<file path="src/design/t2c_pkg.sv">
// constants for the 16-bit capture/compare timer: register map, fields, reset values
// assumes a 32-bit Avalon-MM slave port with byte addresses
package t2c_pkg;
  localparam int          CNT_W         = 16;
  localparam int          NCH           = 3;
  localparam int          FILT_LEN      = 4;
  localparam int          ADDR_W        = 8;
  // register byte addresses
  localparam logic [7:0]  OFS_CTRL      = 8'h00;
  localparam logic [7:0]  OFS_MODE      = 8'h04;
  localparam logic [7:0]  OFS_CAPCFG0   = 8'h08;
  localparam logic [7:0]  OFS_CAPCFG1   = 8'h0C;
  localparam logic [7:0]  OFS_COUNT     = 8'h10;
  localparam logic [7:0]  OFS_RELOAD    = 8'h14;
  localparam logic [7:0]  OFS_CAP0      = 8'h18;
  localparam logic [7:0]  OFS_CAP1      = 8'h1C;
  localparam logic [7:0]  OFS_CAP2      = 8'h20;
  localparam logic [7:0]  OFS_IRQEN     = 8'h24;
  // timer_control_reg fields
  localparam int          CTRL_RUN      = 0;
  localparam int          CTRL_CMPSEL   = 1;
  localparam int          CTRL_RFR      = 2;
  localparam int          CTRL_RSRC_LO  = 4;
  localparam int          CTRL_OVF      = 7;
  // timer_mode_reg fields
  localparam int          MODE_PSC_LO   = 0;
  localparam int          MODE_RST_MATCH = 2;
  localparam int          MODE_RST_CAP  = 3;
  // capture_config_0 fields
  localparam int          CFG0_EN_LO    = 0;
  localparam int          CFG0_EDGE_LO  = 4;
  localparam int          CFG0_SRC_ADC  = 12;
  // capture_config_1 fields
  localparam int          CFG1_FILT_LO  = 0;
  localparam int          CFG1_FLAG_LO  = 4;
  // irq enable fields
  localparam int          IRQ_CAP       = 0;
  localparam int          IRQ_TMR       = 1;
  // reset values and counter maximum
  localparam logic [15:0] RST_COUNT     = 16'h0000;
  localparam logic [15:0] RST_RELOAD    = 16'h0000;
  localparam logic [15:0] CNT_MAX       = 16'hFFFF;
  // prescale terminal counts for divide by 1, 4, 16, 32
  localparam logic [4:0]  PSC_TERM1     = 5'h00;
  localparam logic [4:0]  PSC_TERM4     = 5'h03;
  localparam logic [4:0]  PSC_TERM16    = 5'h0F;
  localparam logic [4:0]  PSC_TERM32    = 5'h1F;
  typedef enum logic [1:0] {
    T2C_EDGE_RISE = 2'b00,
    T2C_EDGE_FALL = 2'b01,
    T2C_EDGE_BOTH = 2'b10,
    T2C_EDGE_BOTH2 = 2'b11
  } t2c_edge_e;
endpackage : t2c_pkg

</file>
<file path="src/design/t2c_timer_capture.sv">
// 16-bit up counter with three capture channels, compare and reload modes
// assumes an Avalon-MM master on one 20 MHz clock; capture inputs synchronous to it
//
// Contract
// - 16-bit up counter, low and high byte
// - counter clock divided by 1, 4, 16, 32
// - counter advances only while run bit set
// - three channels, own edge detectors, shared counter
// - filter needs four equal samples per edge
// - edge select: rising, falling or both
// - disabled channel neither captures nor reloads
// - channel 0 source pin or adc result
// - trigger copies count into capture register
// - capture sets flag; ORed flags gated interrupt
// - hardware sets flags, software clears them
// - reset-on-capture clears counter, beats counting
// - compare mode: match sets flag, restarts
// - reset-on-match clears counter after match
// - reload mode: overflow loads reload value
// - reload cleared: overflow loads zero
// - selected capture pin triggers reload, sets flag
`timescale 1ns/1ps
`default_nettype none
module t2c_timer_capture
  import t2c_pkg::*;
(
  input  wire logic              sys_clk_in,
  input  wire logic              srst_in,
  input  wire logic [ADDR_W-1:0] avs_address_in,
  input  wire logic              avs_read_in,
  input  wire logic              avs_write_in,
  input  wire logic [31:0]       avs_writedata_in,
  input  wire logic [3:0]        avs_byteenable_in,
  output logic      [31:0]       avs_readdata_out,
  output logic                   avs_waitrequest_out,
  input  wire logic              capture_input_0_in,
  input  wire logic              capture_input_1_in,
  input  wire logic              capture_input_2_in,
  input  wire logic              adc_compare_result_in,
  output logic                   capture_irq_out,
  output logic                   timer_irq_out
);

  function automatic logic [31:0] be_merge(input logic [31:0] old_v,
                                           input logic [31:0] new_v,
                                           input logic [3:0]  be);
    logic [31:0] r;
    r = old_v;
    for (int b = 0; b < 4; b++)
      if (be[b])
        r[8*b +: 8] = new_v[8*b +: 8];
    return r;
  endfunction : be_merge

  function automatic logic edge_hit(input logic [1:0] sel, input logic lvl, input logic prv);
    logic rise;
    logic fall;
    rise = lvl & ~prv;
    fall = ~lvl & prv;
    case (sel)
      T2C_EDGE_RISE: edge_hit = rise;
      T2C_EDGE_FALL: edge_hit = fall;
      default:       edge_hit = rise | fall;
    endcase
  endfunction : edge_hit

  logic [6:0]       ctrl_r;
  // the overflow/match flag lives apart from the control bits so each has one writer
  logic             ovf_r;
  logic [3:0]       mode_r;
  logic [12:0]      cfg0_r;
  logic [2:0]       filt_en_r;
  logic [2:0]       flag_r;
  logic [1:0]       irqen_r;
  logic [15:0]      count_r;
  logic [15:0]      count_nxt;
  logic [15:0]      reload_r;
  logic [15:0]      cap_r [NCH];
  logic             wait_r;
  logic [4:0]       psc_r;
  logic [4:0]       psc_term;
  logic             tick;
  logic [NCH-1:0]   raw;
  logic [NCH-1:0]   lvl_r;
  logic [NCH-1:0]   prv_r;
  logic [NCH-1:0]   trig;
  logic [NCH-1:0]   rld_trig;
  logic [3:0]       samp_r [NCH];
  logic             bus_take;
  logic             wr_take;
  logic             match_ev;
  logic             ovf_ev;
  logic             sw_cnt_wr;

  // one wait state: request seen with wait_r high, completed on the next edge
  assign bus_take  = (avs_read_in | avs_write_in) & ~wait_r;
  assign wr_take   = avs_write_in & ~wait_r;
  assign sw_cnt_wr = wr_take && avs_address_in == OFS_COUNT;

  always_ff @(posedge sys_clk_in)
  begin
    if (srst_in)
      wait_r <= 1'b1;
    else
      wait_r <= ~((avs_read_in | avs_write_in) & wait_r);
  end
  assign avs_waitrequest_out = wait_r;

  always_ff @(posedge sys_clk_in)
  begin
    if (srst_in)
      avs_readdata_out <= 32'h0000_0000;
    else if (avs_read_in & wait_r)
      case (avs_address_in)
        OFS_CTRL:    avs_readdata_out <= {24'h00_0000, ovf_r, ctrl_r};
        OFS_MODE:    avs_readdata_out <= {28'h000_0000, mode_r};
        OFS_CAPCFG0: avs_readdata_out <= {19'h0_0000, cfg0_r};
        OFS_CAPCFG1: avs_readdata_out <= {25'h000_0000, flag_r, 1'b0, filt_en_r};
        OFS_COUNT:   avs_readdata_out <= {16'h0000, count_r};
        OFS_RELOAD:  avs_readdata_out <= {16'h0000, reload_r};
        OFS_CAP0:    avs_readdata_out <= {16'h0000, cap_r[0]};
        OFS_CAP1:    avs_readdata_out <= {16'h0000, cap_r[1]};
        OFS_CAP2:    avs_readdata_out <= {16'h0000, cap_r[2]};
        OFS_IRQEN:   avs_readdata_out <= {30'h0000_0000, irqen_r};
        default:     avs_readdata_out <= 32'h0000_0000;
      endcase
  end

  // configuration registers
  always_ff @(posedge sys_clk_in)
  begin
    if (srst_in)
    begin
      ctrl_r      <= 7'h00;
      mode_r      <= 4'h0;
      cfg0_r      <= 13'h0000;
      filt_en_r   <= 3'h0;
      reload_r    <= RST_RELOAD;
      irqen_r     <= 2'h0;
    end
    else if (wr_take)
      case (avs_address_in)
        OFS_CTRL:    ctrl_r      <= 7'(be_merge({25'h0, ctrl_r}, avs_writedata_in,
                                                avs_byteenable_in) & 32'h0000_0037);
        OFS_MODE:    mode_r      <= 4'(be_merge({28'h0, mode_r}, avs_writedata_in,
                                                avs_byteenable_in));
        OFS_CAPCFG0: cfg0_r      <= 13'(be_merge({19'h0, cfg0_r}, avs_writedata_in,
                                                 avs_byteenable_in) & 32'h0000_13F7);
        OFS_CAPCFG1: filt_en_r   <= avs_byteenable_in[0] ? avs_writedata_in[2:0] : filt_en_r;
        OFS_RELOAD:  reload_r    <= 16'(be_merge({16'h0, reload_r}, avs_writedata_in,
                                                 avs_byteenable_in));
        OFS_IRQEN:   irqen_r     <= avs_byteenable_in[0] ? avs_writedata_in[1:0] : irqen_r;
        default:     ;
      endcase
  end

  // prescaler: one-cycle tick every 1, 4, 16 or 32 clocks
  always_comb
  begin
    case (mode_r[MODE_PSC_LO +: 2])
      2'b00:   psc_term = PSC_TERM1;
      2'b01:   psc_term = PSC_TERM4;
      2'b10:   psc_term = PSC_TERM16;
      default: psc_term = PSC_TERM32;
    endcase
  end
  assign tick = (psc_r >= psc_term);

  always_ff @(posedge sys_clk_in)
  begin
    if (srst_in || !ctrl_r[CTRL_RUN])
      psc_r <= 5'h00;
    else if (tick)
      psc_r <= 5'h00;
    else
      psc_r <= psc_r + 5'h01;
  end

  // capture channels
  assign raw[0] = cfg0_r[CFG0_SRC_ADC] ? adc_compare_result_in : capture_input_0_in;
  assign raw[1] = capture_input_1_in;
  assign raw[2] = capture_input_2_in;

  for (genvar i = 0; i < NCH; i++)
  begin : g_ch
    always_ff @(posedge sys_clk_in)
    begin
      if (srst_in)
      begin
        samp_r[i] <= 4'h0;
        lvl_r[i]  <= 1'b0;
        prv_r[i]  <= 1'b0;
      end
      else
      begin
        samp_r[i] <= {samp_r[i][2:0], raw[i]};
        prv_r[i]  <= lvl_r[i];
        if (!filt_en_r[i])
          lvl_r[i] <= raw[i];
        else if (samp_r[i] == 4'hF)
          lvl_r[i] <= 1'b1;
        else if (samp_r[i] == 4'h0)
          lvl_r[i] <= 1'b0;
      end
    end
    // each channel has its own detector on its own filtered level
    assign trig[i] = cfg0_r[CFG0_EN_LO + i] &
                     edge_hit(cfg0_r[CFG0_EDGE_LO + 2*i +: 2], lvl_r[i], prv_r[i]);
    assign rld_trig[i] = trig[i] && ctrl_r[CTRL_RSRC_LO +: 2] == 2'(i + 1);

    always_ff @(posedge sys_clk_in)
    begin
      if (srst_in)
        cap_r[i] <= RST_COUNT;
      else if (trig[i])
        cap_r[i] <= count_r;
    end
  end

  // flags: a set in the same cycle as a software clear wins
  always_ff @(posedge sys_clk_in)
  begin
    if (srst_in)
    begin
      flag_r <= 3'h0;
      ovf_r  <= 1'b0;
    end
    else
    begin
      flag_r <= trig | (flag_r & ~((wr_take && avs_address_in == OFS_CAPCFG1 &&
                avs_byteenable_in[0]) ? avs_writedata_in[CFG1_FLAG_LO +: 3] : 3'h0));
      ovf_r  <= match_ev | ovf_ev | (ovf_r &
                ~(wr_take && avs_address_in == OFS_CTRL && avs_byteenable_in[0] &&
                  avs_writedata_in[CTRL_OVF]));
    end
  end

  assign match_ev = tick & ctrl_r[CTRL_RUN] & ctrl_r[CTRL_CMPSEL] & (count_r == reload_r);
  assign ovf_ev   = tick & ctrl_r[CTRL_RUN] & ~ctrl_r[CTRL_CMPSEL] & (count_r == CNT_MAX);

  // counter: software write, capture reset, capture reload, then counting
  always_comb
  begin
    count_nxt = count_r;
    if (sw_cnt_wr)
      count_nxt = 16'(be_merge({16'h0, count_r}, avs_writedata_in, avs_byteenable_in));
    else if (mode_r[MODE_RST_CAP] && |trig)
      count_nxt = RST_COUNT;
    else if (|rld_trig)
      count_nxt = ctrl_r[CTRL_RFR] ? reload_r : RST_COUNT;
    else if (tick && ctrl_r[CTRL_RUN])
    begin
      if (match_ev)
        count_nxt = RST_COUNT;
      else if (ovf_ev)
        count_nxt = ctrl_r[CTRL_RFR] ? reload_r : RST_COUNT;
      else
        count_nxt = count_r + 16'h0001;
    end
  end

  always_ff @(posedge sys_clk_in)
  begin
    if (srst_in)
      count_r <= RST_COUNT;
    else
      count_r <= count_nxt;
  end

  always_ff @(posedge sys_clk_in)
  begin
    if (srst_in)
    begin
      capture_irq_out <= 1'b0;
      timer_irq_out   <= 1'b0;
    end
    else
    begin
      capture_irq_out <= (|flag_r) & irqen_r[IRQ_CAP];
      timer_irq_out   <= ovf_r & irqen_r[IRQ_TMR];
    end
  end

  logic quiet;
  assign quiet = ~sw_cnt_wr & ~(|trig);
endmodule : t2c_timer_capture
`default_nettype wire
</file>
<file path="config.mk">
export PLATFORM = sky130hd
export DESIGN_NAME = t2c_timer_capture
export DESIGN_NICKNAME = d
export VERILOG_FILES = /design/src/design/t2c_pkg.sv /design/src/design/t2c_timer_capture.sv
export SDC_FILE = /design/constraint.sdc
export NUM_CORES = 1
export LEC_CHECK = 0
export ABC_CLOCK_PERIOD_IN_PS = 2200
export BUFFER_PORTS_ARGS = -buffer_cell sky130_fd_sc_hd__buf_2
export CAP_MARGIN = 20
export CORE_MARGIN = 2
export CORE_UTILIZATION = 23
export DETAILED_ROUTE_END_ITERATION = 12
export SETUP_SLACK_MARGIN = 0.3
export SYNTH_ARGS = -nofsm -noshare
export SYNTH_HDL_FRONTEND = slang
export SYNTH_SLANG_ARGS = --single-unit
</file>
<file path="constraint.sdc">
create_clock -name sys_clk_in -period 2.2 [get_ports sys_clk_in]
set_input_delay 0.22 -clock sys_clk_in [delete_from_list [all_inputs] [get_ports sys_clk_in]]
set_output_delay 0.22 -clock sys_clk_in [all_outputs]
set_load 0.02 [all_outputs]
</file>
-- Word level (Yosys, flattened, before mapping)
Memory sizes are Yosys's and may differ from the RTL's.
Index checks and enable logic that the tools add are counted.
- bits in registers: 106
- RAM bits: 60
- word-level logic and storage cells: 179
- memories: 2
- memories (name ; depth ; bits a word ; read ports ; clocked after Yosys merged registers in ; wr ports ; RTL line ; source):
    cap_r ; 3 ; 16 ; 3 ; 0 ; 3 ; t2c_timer_capture.sv:78 ; logic [15:0] cap_r [NCH];
    samp_r ; 3 ; 4 ; 3 ; 0 ; 3 ; t2c_timer_capture.sv:88 ; logic [3:0] samp_r [NCH];
- add/sub/neg operators: 2
- order comparisons: 1
- eq/ne operators: 27
- muxes and demuxes: 43
- bitwise logic cells: 45
- reductions and logical operators: 36
- operators by type and width (operator ; number):
    $mux 16 ; 10
    $pmux 16 s10 ; 1
    $eq 8x5->1 const B ; 4
    $reduce_and 3->1 ; 8
    $mux 1 ; 22
    $and 1x1->1 ; 20
    $add 16x1->16 const B ; 1
    $eq 16x16->1 ; 1
    $eq 16x16->1 const B ; 1
    $eq 8x4->1 const B ; 2
    $eq 8x6->1 const B ; 2
    $mux 8 ; 2
    $pmux 5 s3 ; 1
    $eq 4x4->1 const B ; 3
    $logic_not 4->1 ; 3
    $mux 4 ; 3
    $or 1x1->1 ; 12
    $logic_and 1x1->1 ; 11
    $eq 2x1->1 const B ; 5
    $not 1->1 ; 10
    $ne 3x1->1 const B ; 3
    $reduce_or 3->1 ; 3
    $eq 8x3->1 const B ; 1
    $logic_not 2->1 ; 4
    other kinds (15) ; 21

-- Longest topological paths before layout
Gate-level depths: netlist of the first run.
- depth in word-level cells: 12
- gate-level depth with buffers: 11

-- Least setup slack after synthesis of the first run
OpenSTA, ideal clock, no wires.
- path kind: register to register
- start: reg mode_r[0]
- end: reg count_r[6]
- setup time: 0.136 ns
- data arrival time: 2.170 ns
- path slack: -0.106 ns
- stages on the path, launching flop included: 11
- path buffers: 1
- path through: dfxtp_1 -> or2_2 -> ha_1 -> nor2b_1 -> o21ai_0 -> a31oi_1 -> o21ai_4 -> buf_12 -> mux2i_1 -> a221oi_2 -> nor3_2
- cells in the longest elaborated chain, start to end: 12
- RTL lines (what ; RTL line ; source):
    from (decl) ; t2c_timer_capture.sv:70 ; logic [3:0] mode_r;
    from (signal assigned) ; t2c_timer_capture.sv:145 ; OFS_MODE: mode_r <= 4'(be_merge({28'h0, mode_r}, avs_writedata_in,
    $eq 2x2->1, or another cell as far along ; t2c_timer_capture.sv:160 ; case (mode_r[MODE_PSC_LO +: 2])
    $pmux 5 s3 (*) ; t2c_timer_capture.sv:160 ;
    $ge 5x5->1 (*) ; t2c_timer_capture.sv:167 ; assign tick = (psc_r >= psc_term);
    $and 1x1->1 ; t2c_timer_capture.sv:238, t2c_timer_capture.sv:239 ;
    $and 1x1->1 (2 in a row) ; t2c_timer_capture.sv:239 ; assign ovf_ev = tick & ctrl_r[CTRL_RUN] & ~ctrl_r[CTRL_CMPSEL] & (count_r == CNT_MAX);
    $mux 16 ; t2c_timer_capture.sv:255 ; else if (ovf_ev)
    $mux 16 ; t2c_timer_capture.sv:253 ; if (match_ev)
    $mux 16 ; t2c_timer_capture.sv:251 ; else if (tick && ctrl_r[CTRL_RUN])
    $mux 16 ; t2c_timer_capture.sv:249 ; else if (|rld_trig)
    $mux 16 ; t2c_timer_capture.sv:247 ; else if (mode_r[MODE_RST_CAP] && |trig)
    $mux 16 ; t2c_timer_capture.sv:245 ; if (sw_cnt_wr)
    to (signal assigned) ; t2c_timer_capture.sv:267 ; count_r <= count_nxt;
    to (decl) ; t2c_timer_capture.sv:75 ; logic [15:0] count_r;
Mark *: on every way between the ends. The rest lies on a longest branch, timed or not. The select of a mux whose other input is x is not followed.
A chain may end at the register's enable or synchronous reset.

-- Final worst setup path of the first run
- start: reg prv_r[2]
- end: reg count_r[5]
- cells in the longest elaborated chain, start to end: 10
- RTL lines (what ; RTL line ; source):
    from (decl) ; t2c_timer_capture.sv:85 ; logic [NCH-1:0] prv_r;
    from (signal, indexed assignment) ; t2c_timer_capture.sv:197 ; prv_r[i] <= lvl_r[i];
    $not 1->1 ; t2c_timer_capture.sv:58 ; rise = lvl & ~prv;
    $and 1x1->1 ; t2c_timer_capture.sv:58 ;
    $or 1x1->1 ; t2c_timer_capture.sv:63 ; default: edge_hit = rise | fall;
    $pmux 1 s2 (*) ; t2c_timer_capture.sv:60 ; case (sel)
    $and 1x1->1 (*) ; t2c_timer_capture.sv:207 ; assign trig[i] = cfg0_r[CFG0_EN_LO + i] &
    $logic_and 1x1->1 ; t2c_timer_capture.sv:209 ; assign rld_trig[i] = trig[i] && ctrl_r[CTRL_RSRC_LO +: 2] == 2'(i + 1);
    $reduce_or 3->1 ; t2c_timer_capture.sv:249 ;
    $mux 16 ; t2c_timer_capture.sv:249 ;
    $mux 16 ; t2c_timer_capture.sv:247 ;
    $mux 16 ; t2c_timer_capture.sv:245 ;
Mark *: on every way between the ends. The rest lies on a longest branch, timed or not.

==> results of run 1 <==
[metrics by stage]
| step | worst slack [ns] | cell area [sq um] |
|---|---|---|
| after floorplan | 0.03147 | 8041 |
| after global placement | -0.2417 | 9320 |
| after detailed placement | -0.2741 | 9320 |
| after CTS | -0.1046 | 10270 |
| after global routing | -0.2190 | 10410 |
| final | -0.1492 | 10410 |
[flip-flops by register name (all words and copies together), names as in the netlist]
register	cells
avs_readdata_out	16
avs_waitrequest_out	1
cap_r	48
capture_irq_out	1
cfg0_r	10
count_r	16
ctrl_r	5
filt_en_r	3
flag_r	3
irqen_r	2
lvl_r	3
mode_r	4
ovf_r	1
prv_r	3
psc_r	5
reload_r	16
samp_r	12
timer_irq_out	1
[kinds of logic after synthesis]
group           synth area share [%]
mux                            9.573
other cells                  0.04719
buf+inv                        6.188
xor+xnor                       3.637
compound gates                 13.29
simple gates                   21.38
fa+ha+maj                      2.047
flops                          43.84
[layout make-up]
| type | count | area [sq um] |
|---|---|---|
| clock inverters | 14 | 160.2 |
| flip-flops and latches | 150 | 3492 |
| inverters | 20 | 75.07 |
| fillers | 3499 | 23880 |
| clock buffers | 18 | 429.2 |
| well taps | 455 | 569.3 |
| diodes | 1 | 2.502 |
| repair buffers | 182 | 1384 |
| multi-input cells | 574 | 4298 |
[worst max path at each step]
| stage | startpoint | to | slack [ns] | depth (start not counted) |
|---|---|---|---|---|
| after floorplan | mode_r[1] | count_r[15] | 0.03 | 9 |
| after global placement | mode_r[1] | count_r[9] | -0.24 | 9 |
| after detailed placement | mode_r[1] | count_r[9] | -0.27 | 9 |
| after CTS | prv_r[2] | count_r[7] | -0.10 | 11 |
| after global routing | prv_r[2] | count_r[2] | -0.22 | 11 |
| final | prv_r[2] | count_r[5] | -0.15 | 11 |
[power by group]
group	internal (mW)	switching, mW
sequential	2.89	0.0170
clock	1.71	1.28
combinational	0.133	0.233
total	4.73	1.53
[critical path, delay by kind of cell (launching register included)]
| kind | cells | cell delay [ns] |
|---|---|---|
| and+or+nand+nor | 3 | 0.43 |
| buffers and inverters | 3 | 0.38 |
| adders and majority gates | 1 | 0.16 |
| AOI/OAI and AO/OA | 3 | 0.59 |
| muxes | 1 | 0.28 |
| DFF | 1 | 0.36 |
[cells in the mapped netlist (2+ instances only)]
cell / n
clkbuf_1: 22
nor4_1: 2
a31oi_1: 3
a221oi_2: 10
buf_2: 17
edfxtp_1: 48
a21oi_1: 26
and4_1: 4
a22oi_1: 28
inv_1: 20
o2bb2ai_1: 4
a221o_1: 6
nor3_2: 10
o21ai_0: 21
o31ai_1: 2
and3_1: 9
o211ai_1: 2
buf_6: 4
a32oi_1: 5
and2_1: 49
nand2b_1: 13
buf_1: 3
nor3_1: 9
xnor2_1: 18
nand3b_1: 2
nand4_1: 7
nand3_1: 25
a311oi_1: 2
mux4_2: 8
nor4b_4: 2
and3_4: 2
ha_1: 13
nor2b_1: 19
mux2_2: 4
mux2i_1: 49
a32o_1: 2
nor2_1: 99
a221oi_1: 8
mux2_4: 3
xor2_1: 15
buf_4: 23
nand2_1: 54
dfxtp_1: 102
[what timing repair did]
item | in CTS | in global routing
gates cloned | 1 | 0
endpoints found under the setup margin | 66 | 116
pin swaps | 18 | 9
setup buffers | 17 | 3
resized for setup | 55 | 27
hold buffers | 0 | 0
[layer usage]
layer	vias to the layer above	wire length, microns	GRT usage [%]
li1	3114	-	-
met1	3162	10470	17.72
met4	2	657	5.009
met3	39	1576	2.287
met2	245	11380	22.07
met5	-	11	0
==> results.tsv, run 1 <==
stage	metric	value	unit
run_status	status	finished, violations left	
run_status	violations	setup timing	
pwr	leakage	4.131	nW
yosys	ys_seq_elements	150	
setup_path	end_kind	register	
route	postRouteWirelength	24.09	mm
yosys	yosys.cell_types.count	67	
yosys	synth_top_area_share	25.70	%
grt	antenna_found_initial	2	
placement	place_congestion	0.8342	
floorplan	core	34290	sq um
grt	grt_overflow	0	
yosys	async_flop_share	0	%
setup_path	r2r_start	prv_r[2]	
timing	slew_violations	0	
yosys	synth_cells	798	
clocking	h-tree-depth	4	
timing	grt_setup_unrepaired	yes	
grt	grt_max_degree	71	
finish	layout_commonest_cell	buf_4	
finish	fin_nets	1010	
setup_path	required	2.50	ns
route	wl_per_cell	17.04	microns
pwr	fin_total_pwr	6.264	mW
route	drtIter0Drc	636	
yosys	synth_ff_type	dfxtp_1	
setup_path	path_class	register to register	
worst_hold_path	hold_depth	2	
grt	grt_pass1_wl	37.13	mm
placement	placedCellCount	1360	
placement	io_buffers	52	
setup_path	arrival	2.65	ns
yosys	yosysWarnings	0	
finish	layoutNonFillerInstCount	1414	
worst_hold_path	hold_class	input pin to register	
clocking	clk_pin_slew_worst_paths	0.06	ns
finish	layout-drive-gt1-share	32.36	%
timing	period_needed	2.349	ns
timing	timing.slew.headroom	30.81	%
floorplan	die_area	36050	sq um
yosys	synth_edf_count	48	
floorplan	rows	68	
floorplan	initial_core_util	23.18	%
grt	grt_use_total	13.45	%
clocking	clock_sinks	150	
route	vias	6562	
setup_path	critPathLaunchType	register	
floorplan	die_x	189.9	microns
yosys	avgSynthCellArea	9.958	sq um
route	first_pass_iters	5	
yosys	netlist.top_cell.by_area	dfxtp_1	
timing	hold_ws	0.01393	ns
setup_path	ff2ff_path_depth	11	
floorplan	die_height	189.9	microns
route	drc	0	
timing	finalCritPeriodShare	106.8	%
timing	skew	0.01238	ns
clocking	cts_made_buffers	17	
yosys	synth_area	7946	sq um
setup_path	slowest_delay	0.36	ns
yosys	netlist_top_cells_area	dfxtp_1, edfxtp_1, mux2i_1	
setup_path	critPathSlowestCell	dfxtp_2	
route	drtAntennaViolNets	0	
finish	area_growth	31.00	%
timing	hold_violations	0	
clocking	clk_latency	0.43	ns
timing	fin_ws	-0.1492	ns
timing	final-setup-viol-count	17	
finish	final_cell_mix	buf_4, dfxtp_1, nor2_1	
yosys	synth_seq_area_share	43.84	%
worst_hold_path	hold_start	avs_read_in	
worst_hold_path	whs_endpoint	avs_waitrequest_out	
clocking	cts-root-buf	clkbuf_16	
setup_path	crit_top_cell	buf_6	
timing	fin_setup_tns	-2.196	ns
pwr	peakVddDrop	0.0004276	V
timing	fmax	425.7	MHz
finish	final_util	30.36	%
clocking	tritoncts	done	
grt	grt_pass1_vias	6436	
setup_path	r2r_end	count_r[5]	
route	viasPerCell	4.641	
floorplan	io_pins	87	
job	max_cap_violations	0	
setup_path	crit_path_max_fanout	8	
setup_path	r2r_slack	-0.15	ns
pwr	power.density	601.7	nW/um^2
setup_path	cp_cell_sequence	inv_2 > ha_2 > mux2_4 > o211ai_4 > o211a_4 > nor4b_4 > buf_6 > a21oi_2 > buf_6 > nor2_4 > nor3_2	
timing	worst_pin_slew	1.034	ns
clocking	clk_path_buf_depth	2	
placement	dp_hpwl	17.45	mm
Note: power is estimated with default switching activity, not from simulation.
==> run 2: changes to the inputs <==
- BUFFER_PORTS_ARGS: -buffer_cell sky130_fd_sc_hd__buf_2 -> not set
- DONT_BUFFER_PORTS: not set -> 1
==> run 2 against run 1 <==
  * The run ends with hold timing, setup timing left
  * Sequential share of layout area down 0.14 points
  * Core utilization up 0.17 points
  * Global-route usage up 0.24 points
  * Highest routed layer unchanged
  * Clock power about the same
  * Register-to-register slack worse by 0.02 ns
  * Largest power group unchanged
==> results.tsv, run 2 (same netlist as run 1, synthesis figures left out) <==
stage	metric	value	unit	change
pwr	fin_total_pwr	6.125	mW	was 6.264 mW
timing	period_needed	2.373	ns	was 2.349 ns
timing	skew	0.01374	ns	was 0.01238 ns
setup_path	required	2.53	ns	was 2.50 ns
floorplan	die_area	36050	sq um	unchanged
grt	grt_use_total	13.70	%	was 13.45%
pwr	combPwrFrac	4.1	%	was 5.8%
clocking	cts_made_buffers	17		unchanged
clocking	clk_pin_slew_worst_paths	0.06	ns	about the same
job	max_cap_violations	0		unchanged
finish	layout_commonest_cell	dfxtp_1		was buf_4
placement	dp_hpwl	17.05	mm	was 17.45 mm
floorplan	die_height	189.9	microns	unchanged
finish	area_growth	31.74	%	was 31.00%
finish	largest_reg_flops	48		unchanged
timing	fmax	421.5	MHz	was 425.7 MHz
grt	grt_overflow	0		unchanged
timing	hold_violations	67		was 0
clocking	clk_latency	0.45	ns	was 0.43 ns
route	viasPerCell	4.739		was 4.641
pwr	power.density	585.1	nW/um^2	was 601.7 nW/um^2
placement	placedCellCount	1287		was 1360
finish	top_register	cap_r		unchanged
timing	final-setup-viol-count	16		was 17
timing	grt_setup_unrepaired	yes		unchanged
route	drtIter0Drc	676		was 636
floorplan	io_pins	87		unchanged
finish	layoutNonFillerInstCount	1367		was 1414
route	drtAntennaViolNets	0		unchanged
route	wl_per_cell	18.13	microns	was 17.04 microns
floorplan	die_x	189.9	microns	unchanged
setup_path	path_class	register to register		unchanged
worst_hold_path	hold_class	input pin to register		unchanged
timing	slew_violations	0		unchanged
setup_path	crit_path_max_fanout	6		was 8
finish	layout-drive-gt1-share	28.54	%	was 32.36%
setup_path	arrival	2.70	ns	was 2.65 ns
placement	io_buffers	0		was 52
clocking	clock_sinks	150		unchanged
run_status	violations	hold timing, setup timing		was setup timing
clocking	h-tree-depth	4		unchanged
pwr	power_frac_seq	47.5	%	was 46.5%
floorplan	initial_core_util	23.18	%	unchanged
setup_path	critPathLaunchType	register		unchanged
timing	worst_pin_slew	0.5566	ns	was 1.034 ns
pwr	swShare	22.97	%	was 24.47%
placement	place_congestion	0.8120		was 0.8342
pwr	peakVddDrop	0.0005737	V	was 0.0004276 V
grt	grt_max_degree	99		was 71
timing	fin_ws	-0.1727	ns	was -0.1492 ns
floorplan	core	34290	sq um	unchanged
setup_path	r2r_slack	-0.17	ns	was -0.15 ns
grt	antenna_found_initial	2		unchanged
route	postRouteWirelength	24.79	mm	was 24.09 mm
setup_path	end_kind	register		unchanged
pwr	power.share.clock	48.3	%	was 47.7%
finish	fin_nets	963		was 1010
clocking	tritoncts	done		unchanged
grt	grt_pass1_wl	37.70	mm	was 37.13 mm
finish	final_cell_mix	dfxtp_1, nor2_1, buf_4		was buf_4, dfxtp_1, nor2_1
route	vias	6478		was 6562
pwr	p_int	4.718	mW	was 4.732 mW
floorplan	rows	68		unchanged
timing	timing.slew.headroom	62.76	%	was 30.81%
pwr	leakage	4.004	nW	was 4.131 nW
grt	grt_pass1_vias	6395		was 6436
timing	finalCritPeriodShare	107.8	%	was 106.8%
pwr	switchingPower	1.407	mW	was 1.533 mW
timing	hold_ws	-0.1196	ns	was 0.01393 ns
route	drc	0		unchanged
clocking	clk_path_buf_depth	2		unchanged
run_status	status	finished, violations left		unchanged
clocking	cts-root-buf	clkbuf_16		unchanged
route	first_pass_iters	9		was 5
[run 2: what timing repair did]
item | CTS | global route
endpoints found under the hold margin | 95 | 71
hold buffers | 25 | 4
pin swaps | 13 | 21
setup buffers | 3 | 10
endpoints found under the setup margin | 83 | 76
gates resized for setup | 52 | 71
cloned | 2 | 3
[run 2: worst paths after layout]
| path | from | end | cells after the start |
|---|---|---|---|
| hold reg to reg | mode_r[2] | mode_r[2] | 2 |
| hold / removal | srst_in | filt_en_r[0] | 1 |
| setup / recovery | mode_r[0] | count_r[10] | 12 |
| setup reg to reg | mode_r[0] | count_r[10] | 12 |
[run 2: routing by layer]
metal	GRT usage, %	vias up	wire [microns]
li1	-	3026	-
met4	4.383	2	533
met1	17.23	3167	10260
met3	3.892	35	1904
met5	0	-	10
met2	22.61	248	12080
[run 2: power groups by stage]
stage                     logic [mW]  clock network [mW]  registers, mW
final                          0.254                2.96           2.91
after detailed placement       0.198                   0           2.97
after CTS                      0.230                2.99           2.91
after global routing           0.274                3.12           2.91
after floorplan                0.199                   0           2.97
after global placement         0.195                   0           2.97
[run 2: worst max-delay path, cell delays in order (launching register included)]
cell and delay, ns:
dfxtp_2 0.32, or2_4 0.26, ha_4 0.22, nor2b_4 0.12, o21ai_4 0.08, buf_6 0.12
a22o_4 0.24, nor4b_4 0.33, buf_6 0.19, a21oi_4 0.05, buf_8 0.17, nor2_4 0.11
nor3_2 0.05
[run 2: per-stage QoR]
step / setup slack (ns) / util (%) / hold WS (ns) / instance area (sq um) / setup TNS [ns]
floorplan: 0.03147 / - / 0.3359 / 8041 / 0
global placement: -0.2467 / 25.92 / 0.3209 / 8887 / -7.464
detailed placement: -0.3138 / 25.92 / 0.3222 / 8887 / -9.481
CTS: -0.1330 / 29.21 / -0.1254 / 10020 / -1.711
global route: -0.2334 / 30.52 / -0.1574 / 10470 / -3.079
finish: -0.1727 / 30.53 / -0.1196 / 10470 / -2.215
[run 2: area by class of cell]
type,instances,area (sq um)
diodes,1,2.502
clock buffers,22,485.5
clock inverters,10,107.6
fillers,3467,23820
inverters,20,77.57
multi-input cells,574,4454
flip-flops and latches,150,3497
well taps,455,569.3
repair buffers,135,1275
==> run 3: changes to the inputs <==
- CELL_PAD_IN_SITES_DETAIL_PLACEMENT: not set -> 1
- CELL_PAD_IN_SITES_GLOBAL_PLACEMENT: not set -> 2
- PLACE_DENSITY_LB_ADDON: not set -> 0.1
==> run 3 against run 2 <==
  * Design area grew 1.6%
  * Sequential power about the same
  * Core utilization rose by 0.49 points
  * The flow still finishes with violations (hold timing, setup timing)
  * Wire length up 22%
  * Fmax grew 0.61%
  * Register-to-register slack about the same
  * Total power grew 1.4%
  * Critical path type unchanged
  * Flip-flop and latch count did not move
  * Clock power increased by 3%
  * Via count down 0.85%
  * Critical path depth shrank 1
==> results.tsv, run 3 (same netlist as run 1, synthesis figures left out) <==
stage	metric	value	unit	change
placement	place_congestion	0.7501		was 0.8120
grt	grt_max_degree	99		unchanged
setup_path	required	2.53	ns	about the same
clocking	clk_path_buf_depth	2		unchanged
placement	place_ws	-0.4159	ns	was -0.3138 ns
pwr	switchingPower	1.374	mW	was 1.407 mW
timing	skew	0.01138	ns	was 0.01374 ns
setup_path	cp_cell_sequence	inv_4 > ha_4 > mux2_4 > o211ai_4 > o211a_4 > buf_12 > o21ai_4 > buf_6 > a32o_2 > a221oi_2 > nor3_2		was or2_4 > ha_4 > nor2b_4 > o21ai_4 > buf_6 > a22o_4 > nor4b_4 > buf_6 > a21oi_4 > buf_8 > nor2_4 > nor3_2
route	met3_length	1.202	mm	was 1.904 mm
timing	finalCritPeriodShare	107.2	%	was 107.8%
run_status	violations	hold timing, setup timing		unchanged
floorplan	die_x	189.9	microns	unchanged
pwr	leakage	4.097	nW	was 4.004 nW
finish	final_cell_mix	buf_4, dfxtp_1, nor2_1		was dfxtp_1, nor2_1, buf_4
setup_path	critPathSlowestCell	dfxtp_4		was nor4b_4
finish	fin_nets	980		was 963
clocking	cts_made_buffers	17		unchanged
floorplan	core	34290	sq um	unchanged
finish	largest_reg_flops	48		unchanged
finish	fill_cells	3808		was 3467
timing	timing.slew.headroom	64.26	%	was 62.76%
pwr	power.density	584.0	nW/um^2	was 585.1 nW/um^2
grt	grt_pass1_vias	6785		was 6395
timing	period_needed	2.358	ns	was 2.373 ns
timing	fmax	424.0	MHz	was 421.5 MHz
route	m1WireLength	13.61	mm	was 10.26 mm
clocking	h-tree-depth	4		unchanged
setup_path	slowest_delay	0.38	ns	was 0.33 ns
timing	grt_setup_unrepaired	yes		unchanged
setup_path	arrival	2.69	ns	was 2.70 ns
clocking	clk_latency	0.44	ns	was 0.45 ns
route	vias	6423		was 6478
finish	multi_input_area	4458	sq um	was 4454 sq um
finish	area_growth	33.85	%	was 31.74%
route	highest_layer	met4		was met5
grt	grt_overflow	0		unchanged
route	postRouteWirelength	30.23	mm	was 24.79 mm
placement	placed_cell_area	9020	sq um	was 8887 sq um
timing	final-setup-viol-count	16		unchanged
pwr	power_frac_seq	46.9	%	was 47.5%
grt	grt_use_total	16.83	%	was 13.70%
clocking	clock_sinks	150		unchanged
route	first_pass_iters	4		was 9
route	drtIter0Drc	288		was 676
timing	fin_ws	-0.1583	ns	was -0.1727 ns
worst_hold_path	hold_class	input pin to register		unchanged
setup_path	crit_path_max_fanout	4		was 6
route	drtAntennaViolNets	0		unchanged
grt	grt_pass1_wl	44.75	mm	was 37.70 mm
finish	layout_commonest_cell	buf_4		was dfxtp_1
setup_path	path_class	register to register		unchanged
setup_path	critPathLaunchType	register		unchanged
pwr	swShare	22.12	%	was 22.97%
placement	io_buffers	0		unchanged
route	wl_met2	14.78	mm	was 12.08 mm
finish	final_util	31.02	%	was 30.53%
floorplan	io_pins	87		unchanged
timing	slew_violations	0		unchanged
floorplan	rows	68		unchanged
timing	worst_pin_slew	0.5320	ns	was 0.5566 ns
floorplan	die_area	36050	sq um	unchanged
finish	fin_area	10640	sq um	was 10470 sq um
timing	hold_violations	75		was 67
setup_path	end_kind	register		unchanged
pwr	combPwrFrac	4.1	%	about the same
clocking	cts-root-buf	clkbuf_16		unchanged
finish	top_register	cap_r		unchanged
finish	seq_area	3502	sq um	was 3497 sq um
floorplan	die_height	189.9	microns	unchanged
clocking	tritoncts	done		unchanged
placement	dp_hpwl	21.88	mm	was 17.05 mm
route	wl_per_cell	21.82	microns	was 18.13 microns
grt	antenna_found_initial	4		was 2
finish	layout-drive-gt1-share	29.20	%	was 28.54%
timing	hold_ws	-0.1446	ns	was -0.1196 ns
pwr	peakVddDrop	0.0003581	V	was 0.0005737 V
pwr	p_int	4.837	mW	was 4.718 mW
pwr	fin_total_pwr	6.211	mW	was 6.125 mW
route	drc	0		unchanged
route	viasPerCell	4.638		was 4.739
clocking	clk_pin_slew_worst_paths	0.07	ns	was 0.06 ns
floorplan	initial_core_util	23.18	%	unchanged
pwr	power.share.clock	49.1	%	was 48.3%
job	max_cap_violations	0		unchanged
run_status	status	finished, violations left		unchanged
-- run 3: cell types whose count changed in the layout (fill, tap and decap cells not counted), sizes merged, moves of 2 or more --
cell | before | now
buf | 104 | 129
bufinv | 1 | 3
clkinv | 3 | 6
dlygate4sd3 | 29 | 22
inv | 25 | 20
-- run 3: layer usage --
layer	vias to the layer above	GRT usage [%]
met5	-	0
met2	127	28.89
met3	30	2.878
met4	0	4.651
li1	3050	-
met1	3216	21.72
-- run 3: per-stage QoR --
stage / cells / setup TNS (ns)
global route: 1383 / -3.404
global placement: 1303 / -6.487
detailed placement: 1303 / -8.106
CTS: 1371 / -2.328
floorplan: 813 / 0
finish: 1385 / -1.848
-- run 3: final timing paths --
| path | from | slack (ns) | depth (start not counted) | endpoint |
|---|---|---|---|---|
| hold reg to reg | mode_r[3] | 0.49 | 2 | mode_r[3] |
| setup / recovery | lvl_r[2] | -0.16 | 11 | count_r[14] |
| hold / removal | srst_in | -0.14 | 1 | count_r[0] |
| setup reg to reg | lvl_r[2] | -0.16 | 11 | count_r[14] |
-- run 3: cell type report --
| type | instances | share of cell area [%] |
|---|---|---|
| multi-input combinational | 574 | 41.91 |
| sequential | 150 | 32.93 |
| inverter | 20 | 0.7293 |
| clock inverter | 10 | 1.188 |
| tap | 455 | 5.352 |
| timing repair buffer | 152 | 13.47 |
| clock buffer | 22 | 4.376 |
| antenna | 2 | 0.04705 |
-- run 3: timing repair --
action / CTS / global route
hold buffers: 21 / 1
setup endpoints to repair: 84 / 105
setup buffers: 13 / 9
cloned: 2 / 2
pin swaps: 8 / 30
hold endpoints to repair: 95 / 76
resized for setup: 64 / 47
-- run 3: power groups by stage --
stage          sequential [mW]  clock, mW  combinational [mW]
2_1_floorplan             2.97          0               0.199
3_3_place_gp              2.97          0               0.214
3_5_place_dp              2.97          0               0.216
4_1_cts                   2.91       3.13               0.243
5_1_grt                   2.91       3.24               0.273
6_report                  2.91       3.05               0.252
-- run 3: critical path: cells and delay by family, from the launching register on --
family	cells	cell delay [ns]
AND/OR/NAND/NOR	1	0.05
flip-flops	1	0.38
buffers and inverters	3	0.30
multiplexers	1	0.27
AO/OA/AOI/OAI	5	1.12
adder cells (fa/ha/maj)	1	0.15
